===== src/wit_cfg.svh =====
// Constants of the watch interval timer: offsets, fields, resets.
// Assumes a 32-bit APB with byte addresses of four times the index.
`ifndef WIT_CFG_SVH
`define WIT_CFG_SVH
// ----------------------------------------------------------------
// Register indices and address width
// ----------------------------------------------------------------
`define WIT_IDX_TCS    18'h0ff42
`define WIT_IDX_WMC    18'h0ff4a
`define WIT_IDX_STAT   18'h0ff50
`define WIT_IDX_CLR    18'h0ff51
`define WIT_IDX_EN     18'h0ff52
`define WIT_IDX_BIT    18'h0ff53
`define WIT_AW         18
// ----------------------------------------------------------------
// Fields
// ----------------------------------------------------------------
`define WIT_TCS_SRC    4
`define WIT_TCS_MASK   8'hf7
`define WIT_WMC_FAST   0
`define WIT_WMC_PRUN   1
`define WIT_WMC_CRUN   2
`define WIT_WMC_FSEL   3
`define WIT_WMC_IVLO   4
`define WIT_WMC_MASK   8'h7f
`define WIT_ST_TICK    0
`define WIT_ST_IVAL    1
// ----------------------------------------------------------------
// Reset values and counts
// ----------------------------------------------------------------
`define WIT_TCS_RST    8'h00
`define WIT_WMC_RST    8'h00
`define WIT_IV_BASE    4
`define WIT_IV_MAX     3'h5
`define WIT_FAST_BITS  5
`endif


===== src/wit_pkg.sv =====
// Types of the watch interval timer.
// Holds its own interval codes; uses nothing from wit_cfg.svh.
package wit_pkg;
   typedef logic [7:0] wit_byte_t;
   typedef logic [1:0] wit_stat_t;
   typedef enum logic [2:0] {
      WIT_IV_4 = 3'h0,
      WIT_IV_5 = 3'h1,
      WIT_IV_6 = 3'h2,
      WIT_IV_7 = 3'h3,
      WIT_IV_8 = 3'h4,
      WIT_IV_9 = 3'h5
   } wit_ival_t;
endpackage


===== src/wit_timer.sv =====
// Watch timer with interval timer, reached over APB.
// Assumes osc_tick and sub_tick are one-cycle pulses synchronous to
// pclk, one per oscillator and subsystem clock period.
//
// What this block does
// RULE_01 - Reset clears clock select register to zero
// RULE_02 - Watch clock: divided main or subsystem clock
// RULE_03 - Main clock is oscillator or oscillator half
// RULE_04 - Software stops timer before changing clock select
// RULE_05 - Clock select byte writes; mode allows bit writes
// RULE_06 - Reset clears watch mode control register
// RULE_07 - Interval codes pick 2^4 to 2^9 periods
// RULE_08 - Interval interrupt repeats without any reload
// RULE_09 - Flag period 2^14 or 2^13 watch periods
// RULE_10 - Fast feed sets flag every 2^5 periods
// RULE_11 - Counter run zero stops and clears counter
// RULE_12 - Prescaler run zero stops and clears prescaler
// RULE_13 - Each watch period sets the tick flag
// RULE_14 - Tick flag raises the standby wake request
// RULE_15 - Counter clear restarts the counter from zero; prescaler keeps its count
// RULE_16 - Software avoids frequent prescaler clears
// RULE_17 - Watch and interval functions run together
// RULE_18 - Binary prescaler feeds five-bit counter
`timescale 1ns/1ps
`include "wit_cfg.svh"

module wit_timer (
   // Clock and reset
   input  wire logic                 pclk,
   input  wire logic                 presetn,
   // APB slave
   input  wire logic                 psel,
   input  wire logic                 penable,
   input  wire logic                 pwrite,
   input  wire logic [`WIT_AW-1:0]   paddr,
   input  wire logic [31:0]          pwdata,
   input  wire logic [3:0]           pstrb,
   output logic      [31:0]          prdata,
   output logic                      pready,
   output logic                      pslverr,
   // Clock sources
   input  wire logic                 osc_tick,
   input  wire logic                 sub_tick,
   input  wire logic                 osc_mode_select,
   // Events
   output logic                      irq,
   output logic                      wake_req_q,
   output logic                      interval_irq_q
);

   // ----------------------------------------------------------------
   // State
   // ----------------------------------------------------------------
   wit_pkg::wit_byte_t tcs_q;
   wit_pkg::wit_byte_t wmc_q;
   wit_pkg::wit_stat_t stat_q;
   wit_pkg::wit_stat_t en_q;
   logic [7:0]         osc_div_q;
   logic [8:0]         pre_q;
   logic [4:0]         cnt_q;

   logic               acc;
   logic               wr;
   logic [`WIT_AW-1:0] idx;
   logic               hit_tcs;
   logic               hit_wmc;
   logic               hit_stat;
   logic               hit_clr;
   logic               hit_en;
   logic               hit_bit;
   logic               mapped;
   logic               main_tick;
   logic               watch_tick;
   logic               pre_run;
   logic               cnt_run;
   logic               pre_ovf;
   logic               tick_ev;
   logic               ival_ev;
   wit_pkg::wit_ival_t ival;
   wit_pkg::wit_stat_t ev;
   wit_pkg::wit_stat_t clr;

   // True when the low n prescaler bits are all ones
   function automatic logic low_ones(input logic [8:0] v,
                                     input int unsigned n);
      logic r;
      r = 1'b1;
      for (int i = 0; i < 9; i++) begin
         if (i < n) begin
            r = r & v[i];
         end
      end
      return r;
   endfunction

   // ----------------------------------------------------------------
   // APB decode
   // ----------------------------------------------------------------
   assign acc      = psel && penable;
   assign wr       = acc && pwrite;
   assign idx      = paddr >> 2;
   assign hit_tcs  = (idx == `WIT_IDX_TCS) && (paddr[1:0] == 2'h0);
   assign hit_wmc  = (idx == `WIT_IDX_WMC) && (paddr[1:0] == 2'h0);
   assign hit_stat = (idx == `WIT_IDX_STAT) && (paddr[1:0] == 2'h0);
   assign hit_clr  = (idx == `WIT_IDX_CLR) && (paddr[1:0] == 2'h0);
   assign hit_en   = (idx == `WIT_IDX_EN) && (paddr[1:0] == 2'h0);
   assign hit_bit  = (idx == `WIT_IDX_BIT) && (paddr[1:0] == 2'h0);
   assign mapped   = hit_tcs | hit_wmc | hit_stat | hit_clr | hit_en
                   | hit_bit;
   assign pready   = 1'b1;
   assign pslverr  = acc && !mapped;

   always_comb begin
      prdata = 32'h0000_0000;
      if (hit_tcs) begin
         prdata[7:0] = tcs_q;
      end else if (hit_wmc) begin
         prdata[7:0] = wmc_q;
      end else if (hit_stat) begin
         prdata[1:0] = stat_q;
      end else if (hit_en) begin
         prdata[1:0] = en_q;
      end
   end

   // ----------------------------------------------------------------
   // Control registers
   // ----------------------------------------------------------------
   // Clock select takes whole-byte writes only
   always_ff @(posedge pclk or negedge presetn) begin
      if (!presetn) begin
         tcs_q <= `WIT_TCS_RST; // see RULE_01
      end else if (wr && hit_tcs && pstrb[0]) begin
         tcs_q <= pwdata[7:0] & `WIT_TCS_MASK; // see RULE_05
      end
   end

   // Mode control takes a byte write or a single-bit write
   always_ff @(posedge pclk or negedge presetn) begin
      if (!presetn) begin
         wmc_q <= `WIT_WMC_RST; // see RULE_06
      end else if (wr && hit_wmc && pstrb[0]) begin
         wmc_q <= pwdata[7:0] & `WIT_WMC_MASK;
      end else if (wr && hit_bit && pstrb[0] && pwdata[2:0] != 3'h7) begin
         wmc_q[pwdata[2:0]] <= pwdata[3]; // see RULE_05
      end
   end

   always_ff @(posedge pclk or negedge presetn) begin
      if (!presetn) begin
         en_q <= 2'h0;
      end else if (wr && hit_en && pstrb[0]) begin
         en_q <= pwdata[1:0];
      end
   end

   // ----------------------------------------------------------------
   // Clock sources
   // ----------------------------------------------------------------
   // Oscillator divider: 2^7 with undivided main clock, else 2^8
   always_ff @(posedge pclk or negedge presetn) begin
      if (!presetn) begin
         osc_div_q <= 8'h00;
      end else if (osc_tick) begin
         osc_div_q <= osc_div_q + 8'h01;
      end
   end

   assign main_tick  = osc_tick && (osc_mode_select
                     ? (osc_div_q[6:0] == 7'h7f)
                     : (osc_div_q == 8'hff)); // see RULE_03
   assign watch_tick = tcs_q[`WIT_TCS_SRC] ? sub_tick
                     : main_tick; // see RULE_02

   // ----------------------------------------------------------------
   // Prescaler and five-bit counter
   // ----------------------------------------------------------------
   assign pre_run = wmc_q[`WIT_WMC_PRUN];
   assign cnt_run = wmc_q[`WIT_WMC_CRUN];
   assign pre_ovf = watch_tick && pre_run && (&pre_q); // see RULE_18

   always_ff @(posedge pclk or negedge presetn) begin
      if (!presetn) begin
         pre_q <= 9'h000;
      end else if (!pre_run) begin
         pre_q <= 9'h000; // see RULE_12
      end else if (watch_tick) begin
         pre_q <= pre_q + 9'h001; // see RULE_18
      end
   end

   // Clearing restarts the watch period, but the prescaler keeps its count, so the first period is short by that count
   always_ff @(posedge pclk or negedge presetn) begin
      if (!presetn) begin
         cnt_q <= 5'h00;
      end else if (!cnt_run) begin
         cnt_q <= 5'h00; // see RULE_11, RULE_15
      end else if (pre_ovf) begin
         cnt_q <= cnt_q + 5'h01;
      end
   end

   // ----------------------------------------------------------------
   // Events
   // ----------------------------------------------------------------
   // Watch flag: fast feed, 2^13 or 2^14 watch periods
   always_comb begin
      if (wmc_q[`WIT_WMC_FAST]) begin
         tick_ev = watch_tick && pre_run
                 && low_ones(pre_q, `WIT_FAST_BITS); // see RULE_10
      end else if (wmc_q[`WIT_WMC_FSEL]) begin
         tick_ev = pre_ovf && cnt_run && (&cnt_q[3:0]); // see RULE_09
      end else begin
         tick_ev = pre_ovf && cnt_run && (&cnt_q); // see RULE_09
      end
   end

   // Interval taps share the prescaler with the watch function
   assign ival = wit_pkg::wit_ival_t'(wmc_q[`WIT_WMC_IVLO +: 3]);
   assign ival_ev = watch_tick && pre_run
                  && (wmc_q[`WIT_WMC_IVLO +: 3] <= `WIT_IV_MAX)
                  && low_ones(pre_q, `WIT_IV_BASE
                     + int'(ival)); // see RULE_07, RULE_08, RULE_17

   assign ev  = {ival_ev, tick_ev};
   assign clr = (wr && hit_clr && pstrb[0]) ? pwdata[1:0] : 2'h0;

   // Sticky status; a new event wins over a clear in the same cycle
   always_ff @(posedge pclk or negedge presetn) begin
      if (!presetn) begin
         stat_q <= 2'h0;
      end else begin
         stat_q <= (stat_q & ~clr) | ev; // see RULE_13
      end
   end

   always_ff @(posedge pclk or negedge presetn) begin
      if (!presetn) begin
         wake_req_q     <= 1'b0;
         interval_irq_q <= 1'b0;
      end else begin
         wake_req_q     <= tick_ev; // see RULE_14
         interval_irq_q <= ival_ev; // see RULE_08
      end
   end

   assign irq = |(stat_q & en_q);

   // ----------------------------------------------------------------
   // Assertions
   // ----------------------------------------------------------------
   property p_pre_clear;
      @(posedge pclk) disable iff (!presetn)
      !pre_run |=> (pre_q == 9'h000);
   endproperty
   a_pre_clear: assert property (p_pre_clear) // see RULE_12
      else $error("prescaler not cleared while stopped");

   property p_cnt_clear;
      @(posedge pclk) disable iff (!presetn)
      !cnt_run ##1 !cnt_run |-> (cnt_q == 5'h00);
   endproperty
   a_cnt_clear: assert property (p_cnt_clear) // see RULE_11
      else $error("counter not cleared while stopped");

   property p_tick_sets;
      @(posedge pclk) disable iff (!presetn)
      tick_ev |=> stat_q[`WIT_ST_TICK] && wake_req_q;
   endproperty
   a_tick_sets: assert property (p_tick_sets) // see RULE_13
      else $error("watch tick did not set flag and wake");

   property p_fast_tap;
      @(posedge pclk) disable iff (!presetn)
      (tick_ev && wmc_q[`WIT_WMC_FAST]) |-> (pre_q[4:0] == 5'h1f);
   endproperty
   a_fast_tap: assert property (p_fast_tap) // see RULE_10
      else $error("fast feed flag off its tap");

   property p_long_tap;
      @(posedge pclk) disable iff (!presetn)
      (tick_ev && !wmc_q[`WIT_WMC_FAST] && !wmc_q[`WIT_WMC_FSEL])
         |-> (pre_q == 9'h1ff) && (cnt_q == 5'h1f);
   endproperty
   a_long_tap: assert property (p_long_tap) // see RULE_09
      else $error("long watch flag off the 2^14 tap");

   property p_short_tap;
      @(posedge pclk) disable iff (!presetn)
      (tick_ev && !wmc_q[`WIT_WMC_FAST] && wmc_q[`WIT_WMC_FSEL])
         |-> (pre_q == 9'h1ff) && (cnt_q[3:0] == 4'hf);
   endproperty
   a_short_tap: assert property (p_short_tap) // see RULE_09
      else $error("short watch flag off the 2^13 tap");

   property p_ival_sets;
      @(posedge pclk) disable iff (!presetn)
      ival_ev |=> stat_q[`WIT_ST_IVAL] && interval_irq_q;
   endproperty
   a_ival_sets: assert property (p_ival_sets) // see RULE_08
      else $error("interval event lost");

   property p_ival_bad;
      @(posedge pclk) disable iff (!presetn)
      (wmc_q[6:5] == 2'h3) |-> !ival_ev;
   endproperty
   a_ival_bad: assert property (p_ival_bad) // see RULE_07
      else $error("interval event from a prohibited code");

   property p_tcs_byte;
      @(posedge pclk) disable iff (!presetn)
      (wr && hit_tcs && !pstrb[0]) |=> $stable(tcs_q);
   endproperty
   a_tcs_byte: assert property (p_tcs_byte) // see RULE_05
      else $error("clock select changed without its byte lane");

   property p_src_sub;
      @(posedge pclk) disable iff (!presetn)
      (tcs_q[`WIT_TCS_SRC] && !sub_tick) |-> !watch_tick;
   endproperty
   a_src_sub: assert property (p_src_sub) // see RULE_02
      else $error("watch clock not from subsystem clock");

   property p_irq;
      @(posedge pclk) disable iff (!presetn)
      (stat_q[`WIT_ST_TICK] && en_q[`WIT_ST_TICK]) |-> irq;
   endproperty
   a_irq: assert property (p_irq)
      else $error("enabled status did not raise irq");

   property p_ival_top;
      @(posedge pclk) disable iff (!presetn)
      (ival_ev && (ival == wit_pkg::WIT_IV_9)) |-> (pre_q == 9'h1ff);
   endproperty
   a_ival_top: assert property (p_ival_top) // see RULE_07
      else $error("longest interval off the 2^9 tap");

   property p_pre_step;
      @(posedge pclk) disable iff (!presetn)
      (pre_run && watch_tick) |=> (pre_q == $past(pre_q) + 9'h001);
   endproperty
   a_pre_step: assert property (p_pre_step) // see RULE_18
      else $error("prescaler missed a watch clock");

   property p_cnt_step;
      @(posedge pclk) disable iff (!presetn)
      (cnt_run && pre_ovf) |=> (cnt_q == $past(cnt_q) + 5'h01);
   endproperty
   a_cnt_step: assert property (p_cnt_step) // see RULE_18
      else $error("counter missed a prescaler wrap");

   property p_src_main;
      @(posedge pclk) disable iff (!presetn)
      (!tcs_q[`WIT_TCS_SRC] && watch_tick) ##1 !tcs_q[`WIT_TCS_SRC]
         |-> !watch_tick;
   endproperty
   a_src_main: assert property (p_src_main) // see RULE_03
      else $error("divided main clock ticked twice in a row");

   property p_unmapped;
      @(posedge pclk) disable iff (!presetn)
      (wr && !mapped) |=> $stable(tcs_q) && $stable(wmc_q)
         && $stable(en_q);
   endproperty
   a_unmapped: assert property (p_unmapped)
      else $error("unmapped write changed a register");

   property p_wmc_top;
      @(posedge pclk) disable iff (!presetn)
      !wmc_q[7];
   endproperty
   a_wmc_top: assert property (p_wmc_top)
      else $error("mode control bit 7 not zero");

   property p_stat_clear;
      @(posedge pclk) disable iff (!presetn)
      (clr[`WIT_ST_TICK] && !ev[`WIT_ST_TICK]) |=> !stat_q[`WIT_ST_TICK];
   endproperty
   a_stat_clear: assert property (p_stat_clear)
      else $error("tick status survived its clear");

endmodule


===== config.mk =====
export PLATFORM = sky130hd
export DESIGN_NAME = wit_timer
export DESIGN_NICKNAME = d
export VERILOG_FILES = /design/src/wit_pkg.sv /design/src/wit_timer.sv
export VERILOG_INCLUDE_DIRS = /design/src
export SDC_FILE = /design/constraint.sdc
export NUM_CORES = 1
export LEC_CHECK = 0
export ABC_AREA = 0
export BUFFER_PORTS_ARGS = -buffer_cell sky130_fd_sc_hd__buf_4
export CORE_ASPECT_RATIO = 1.2
export CORE_MARGIN = 3
export CORE_UTILIZATION = 53
export DETAILED_ROUTE_END_ITERATION = 10
export PLACE_DENSITY_LB_ADDON = 0.2
export SYNTH_ARGS = -nofsm -noshare
export SYNTH_HDL_FRONTEND = slang
export SYNTH_SLANG_ARGS = --single-unit

===== constraint.sdc =====
create_clock -name pclk -period 3.6 [get_ports pclk]
set_input_delay 1.08 -clock pclk [delete_from_list [all_inputs] [get_ports pclk]]
set_output_delay 1.08 -clock pclk [all_outputs]
set_load 0.05 [all_outputs]

==> impl_metrics.env <==
export IMPL_yosys_warnings=0
export IMPL_leakage_nw=1.495
export IMPL_cts_setup_buffers=0
export IMPL_hp_class="flop to flop"
export IMPL_comb_power_share_pct=17.8
export IMPL_syn_inst=258
export IMPL_yosys_top_cells_area="dfrtp_1 (41%), buf_4 (7.2%), mux2i_1 (6.9%)"
export IMPL_start_kind="input pin"
export IMPL_period_share_pct=95.63
export IMPL_gp_congestion=0.7540
export IMPL_numCtsBuffers=5
export IMPL_ys_types=51
export IMPL_maxSlewViolCount=0
export IMPL_grt_overflow=0
export IMPL_fin_util_pct=64.28
export IMPL_die_area_um2=5813
export IMPL_wl_mm=5.121
export IMPL_hold_viol=0
export IMPL_period_needed_ns=3.443
export IMPL_initial_core_util_pct=56.07
export IMPL_tritoncts="built"
export IMPL_dieHeight_um=82.93
export IMPL_grt_setup_unrepaired="false"
export IMPL_antenna_cells=0
export IMPL_cts_buffer_depth=2
export IMPL_synth_seq_area_share_pct=41.17
export IMPL_mostFrequentLayoutCell="buf_4"
export IMPL_maxCapViolations=0
export IMPL_rrSetupSlack_ns=1.52
export IMPL_via_count=1903
export IMPL_holdCritStartpoint="osc_div_q[6]"
export IMPL_syn_area_um2=2614
export IMPL_ctsRootBufferMaster="clkbuf_8"
export IMPL_async_reset_ff_share_pct=100.0
export IMPL_antenna_found_initial=0
export IMPL_worst_pin_slew_ns=0.5397
export IMPL_whs_path_depth=1
export IMPL_min_to="osc_div_q[6]"
export IMPL_critical_path_class="input pin to output pin"
export IMPL_first_pass_iters=6
export IMPL_clk_pin_slew_ns=0.08
export IMPL_synth_ff_type="dfrtp_1"
export IMPL_p_sw_share_pct=30.12
export IMPL_switchingPower_w=0.0003130
export IMPL_worst_path_max_fanout=11
export IMPL_synth_top_area_cell="dfrtp_1"
export IMPL_cts_resized=0
export IMPL_port_buffers=46
export IMPL_synth_edf_count=0
export IMPL_grt_usage_pct=17.98
export IMPL_worst_r2r_cell_count=7
export IMPL_mostFrequentLayoutCells="buf_4 (49), dfrtp_1 (43), nor2_1 (25), conb_1 (25), mux2i_1 (18)"
export IMPL_grt_pass1_vias=1901
export IMPL_io_pins=99
export IMPL_intPower_w=0.0007262
export IMPL_area_growth_pct=14.65
export IMPL_nNetsFinal=372
export IMPL_synth_seq_cells=43
export IMPL_fmax_mhz=290.5
export IMPL_synth_avg_cell_area_um2=10.13
export IMPL_die_w_um=70.11
export IMPL_critPathArrivalTime_ns=2.36
export IMPL_rr_startpoint="osc_div_q[0]"
export IMPL_power_density_nw_per_um2=346.8
export IMPL_vias_per_cell=5.242
export IMPL_setup_viol_count_final=0
export IMPL_drive_gt1_share_pct=24.26
export IMPL_required_ns=2.52
export IMPL_fin_total_pwr_w=0.001039
export IMPL_cts_htree_levels=2
export IMPL_outcome="finished, final reports clean"
export IMPL_setup_tns_ns=0
export IMPL_setup_slack_ns=0.1572
export IMPL_drcViolationCount=0
export IMPL_yosys_area_top_type_share_pct=41.17
export IMPL_relSlewSlack_pct=63.63
export IMPL_end_kind="output pin"
export IMPL_coreArea_um2=4662
export IMPL_grt_max_degree=44
export IMPL_vdd_drop_max_mv=0.2523
export IMPL_fin_worst_skew_ns=0.004927
export IMPL_timing_rr_end="pre_q[6]"
export IMPL_power_frac_clock_pct=28.8
export IMPL_wl_per_cell_um=14.11
export IMPL_row_count=27
export IMPL_dpl_hpwl_mm=3.892
export IMPL_clk_latency_ns=0.29
export IMPL_drt_iter0_drc=51
export IMPL_ant_nets=0
export IMPL_place_ws_ns=0.1764
export IMPL_sequentialPowerShare_pct=53.5
export IMPL_cts_sinks=43
export IMPL_ctsHoldBuffers=0
export IMPL_grt_pass1_wl_mm=8.590
-- per-stage QoR --
step	hold slack (ns)	instance area, um^2	std cells
global route	0.4945	2997	363
finish	0.4755	2997	363
floorplan	0.4423	2700	281
global placement	0.4555	2912	355
detailed placement	0.4587	2912	355
CTS	0.4741	2997	363
-- layer usage --
metal  part of all wire (%)  wire length [um]  vias to the layer above  GRT usage [%]
met3                    5.1               261                        5          3.753
met4                    1.1                54                        0          4.704
met2                     51              2616                       49          30.61
met1                     43              2189                      906          23.17
li1                       -                 -                      943              -
met5                      0                 0                        -              0
-- synth_stat cells (all sizes together) (2+ instances only) --
cell type / instances
xor2: 9
nand2b: 4
inv: 4
o211a: 2
buf: 28
nor4: 4
and3: 10
and4b: 2
a21oi: 5
nand2: 13
and2: 4
conb: 2
clkbuf: 5
xnor2: 7
o21ai: 10
nand3: 2
nand4: 9
and4: 2
a22o: 2
nor3: 6
mux2i: 18
ha: 6
mux2: 11
dfrtp: 43
nand4bb: 2
nor2: 26
nor2b: 5
a21o: 2
-- worst max-delay path by stage --
stage                         from   endpoint  slack, ns  cells after the start
after floorplan           paddr[7]  prdata[2]       0.07                      4
after global placement    paddr[5]  prdata[0]       0.22                      6
after detailed placement  paddr[5]  prdata[0]       0.18                      6
after CTS                 paddr[5]  prdata[0]       0.17                      6
after global routing      paddr[5]  prdata[1]       0.05                      6
final                     paddr[5]  prdata[1]       0.16                      6
-- cells by family (layout without fill, tap and decap cells) --
family | after synthesis | count (layout) | synth area share [%]
other | 2 | 25 | 0.2873
adder cells (fa/ha/maj) | 6 | 6 | 2.872
buffers and inverters | 38 | 62 | 9.478
AO/OA/AOI/OAI | 27 | 27 | 7.133
XOR/XNOR | 16 | 16 | 5.362
AND/OR/NAND/NOR | 97 | 97 | 21.93
multiplexers | 29 | 29 | 11.78
flip-flops | 43 | 43 | 41.17
-- power by group through the flow --
stage / sequential [W] / combinational (W) / clock, W
CTS: 0.000556 / 0.000186 / 0.000310
floorplan: 0.000558 / 0.000154 / 0
detailed placement: 0.000564 / 0.000187 / 0
global route: 0.000560 / 0.000203 / 0.000327
global placement: 0.000564 / 0.000182 / 0
finish: 0.000555 / 0.000185 / 0.000299
-- area by class of cell --
class,count,area [um^2]
well taps,58,72.57
fillers,407,1665
multi-input cells,200,1376
repair buffers,49,367.9
inverters,5,18.77
flip-flops and latches,43,1076
clock inverters,2,12.51
clock buffers,6,72.57
-- worst max-delay path: stages --
cell and delay, ns:
buf_4 0.17, nor4bb_1 0.42, nand2b_1 0.16, o21ai_0 0.18, o211a_1 0.17, buf_4 0.19
-- flip-flops by register name, summed over array words and instances, names as in the netlist --
signal and cells:
tcs_q 7, osc_div_q 8, stat_q 2, en_q 2, wake_req_q 1, wmc_q 8
interval_irq_q 1, cnt_q 5, pre_q 9
No activity file was read; power rests on OpenSTA's default activity.
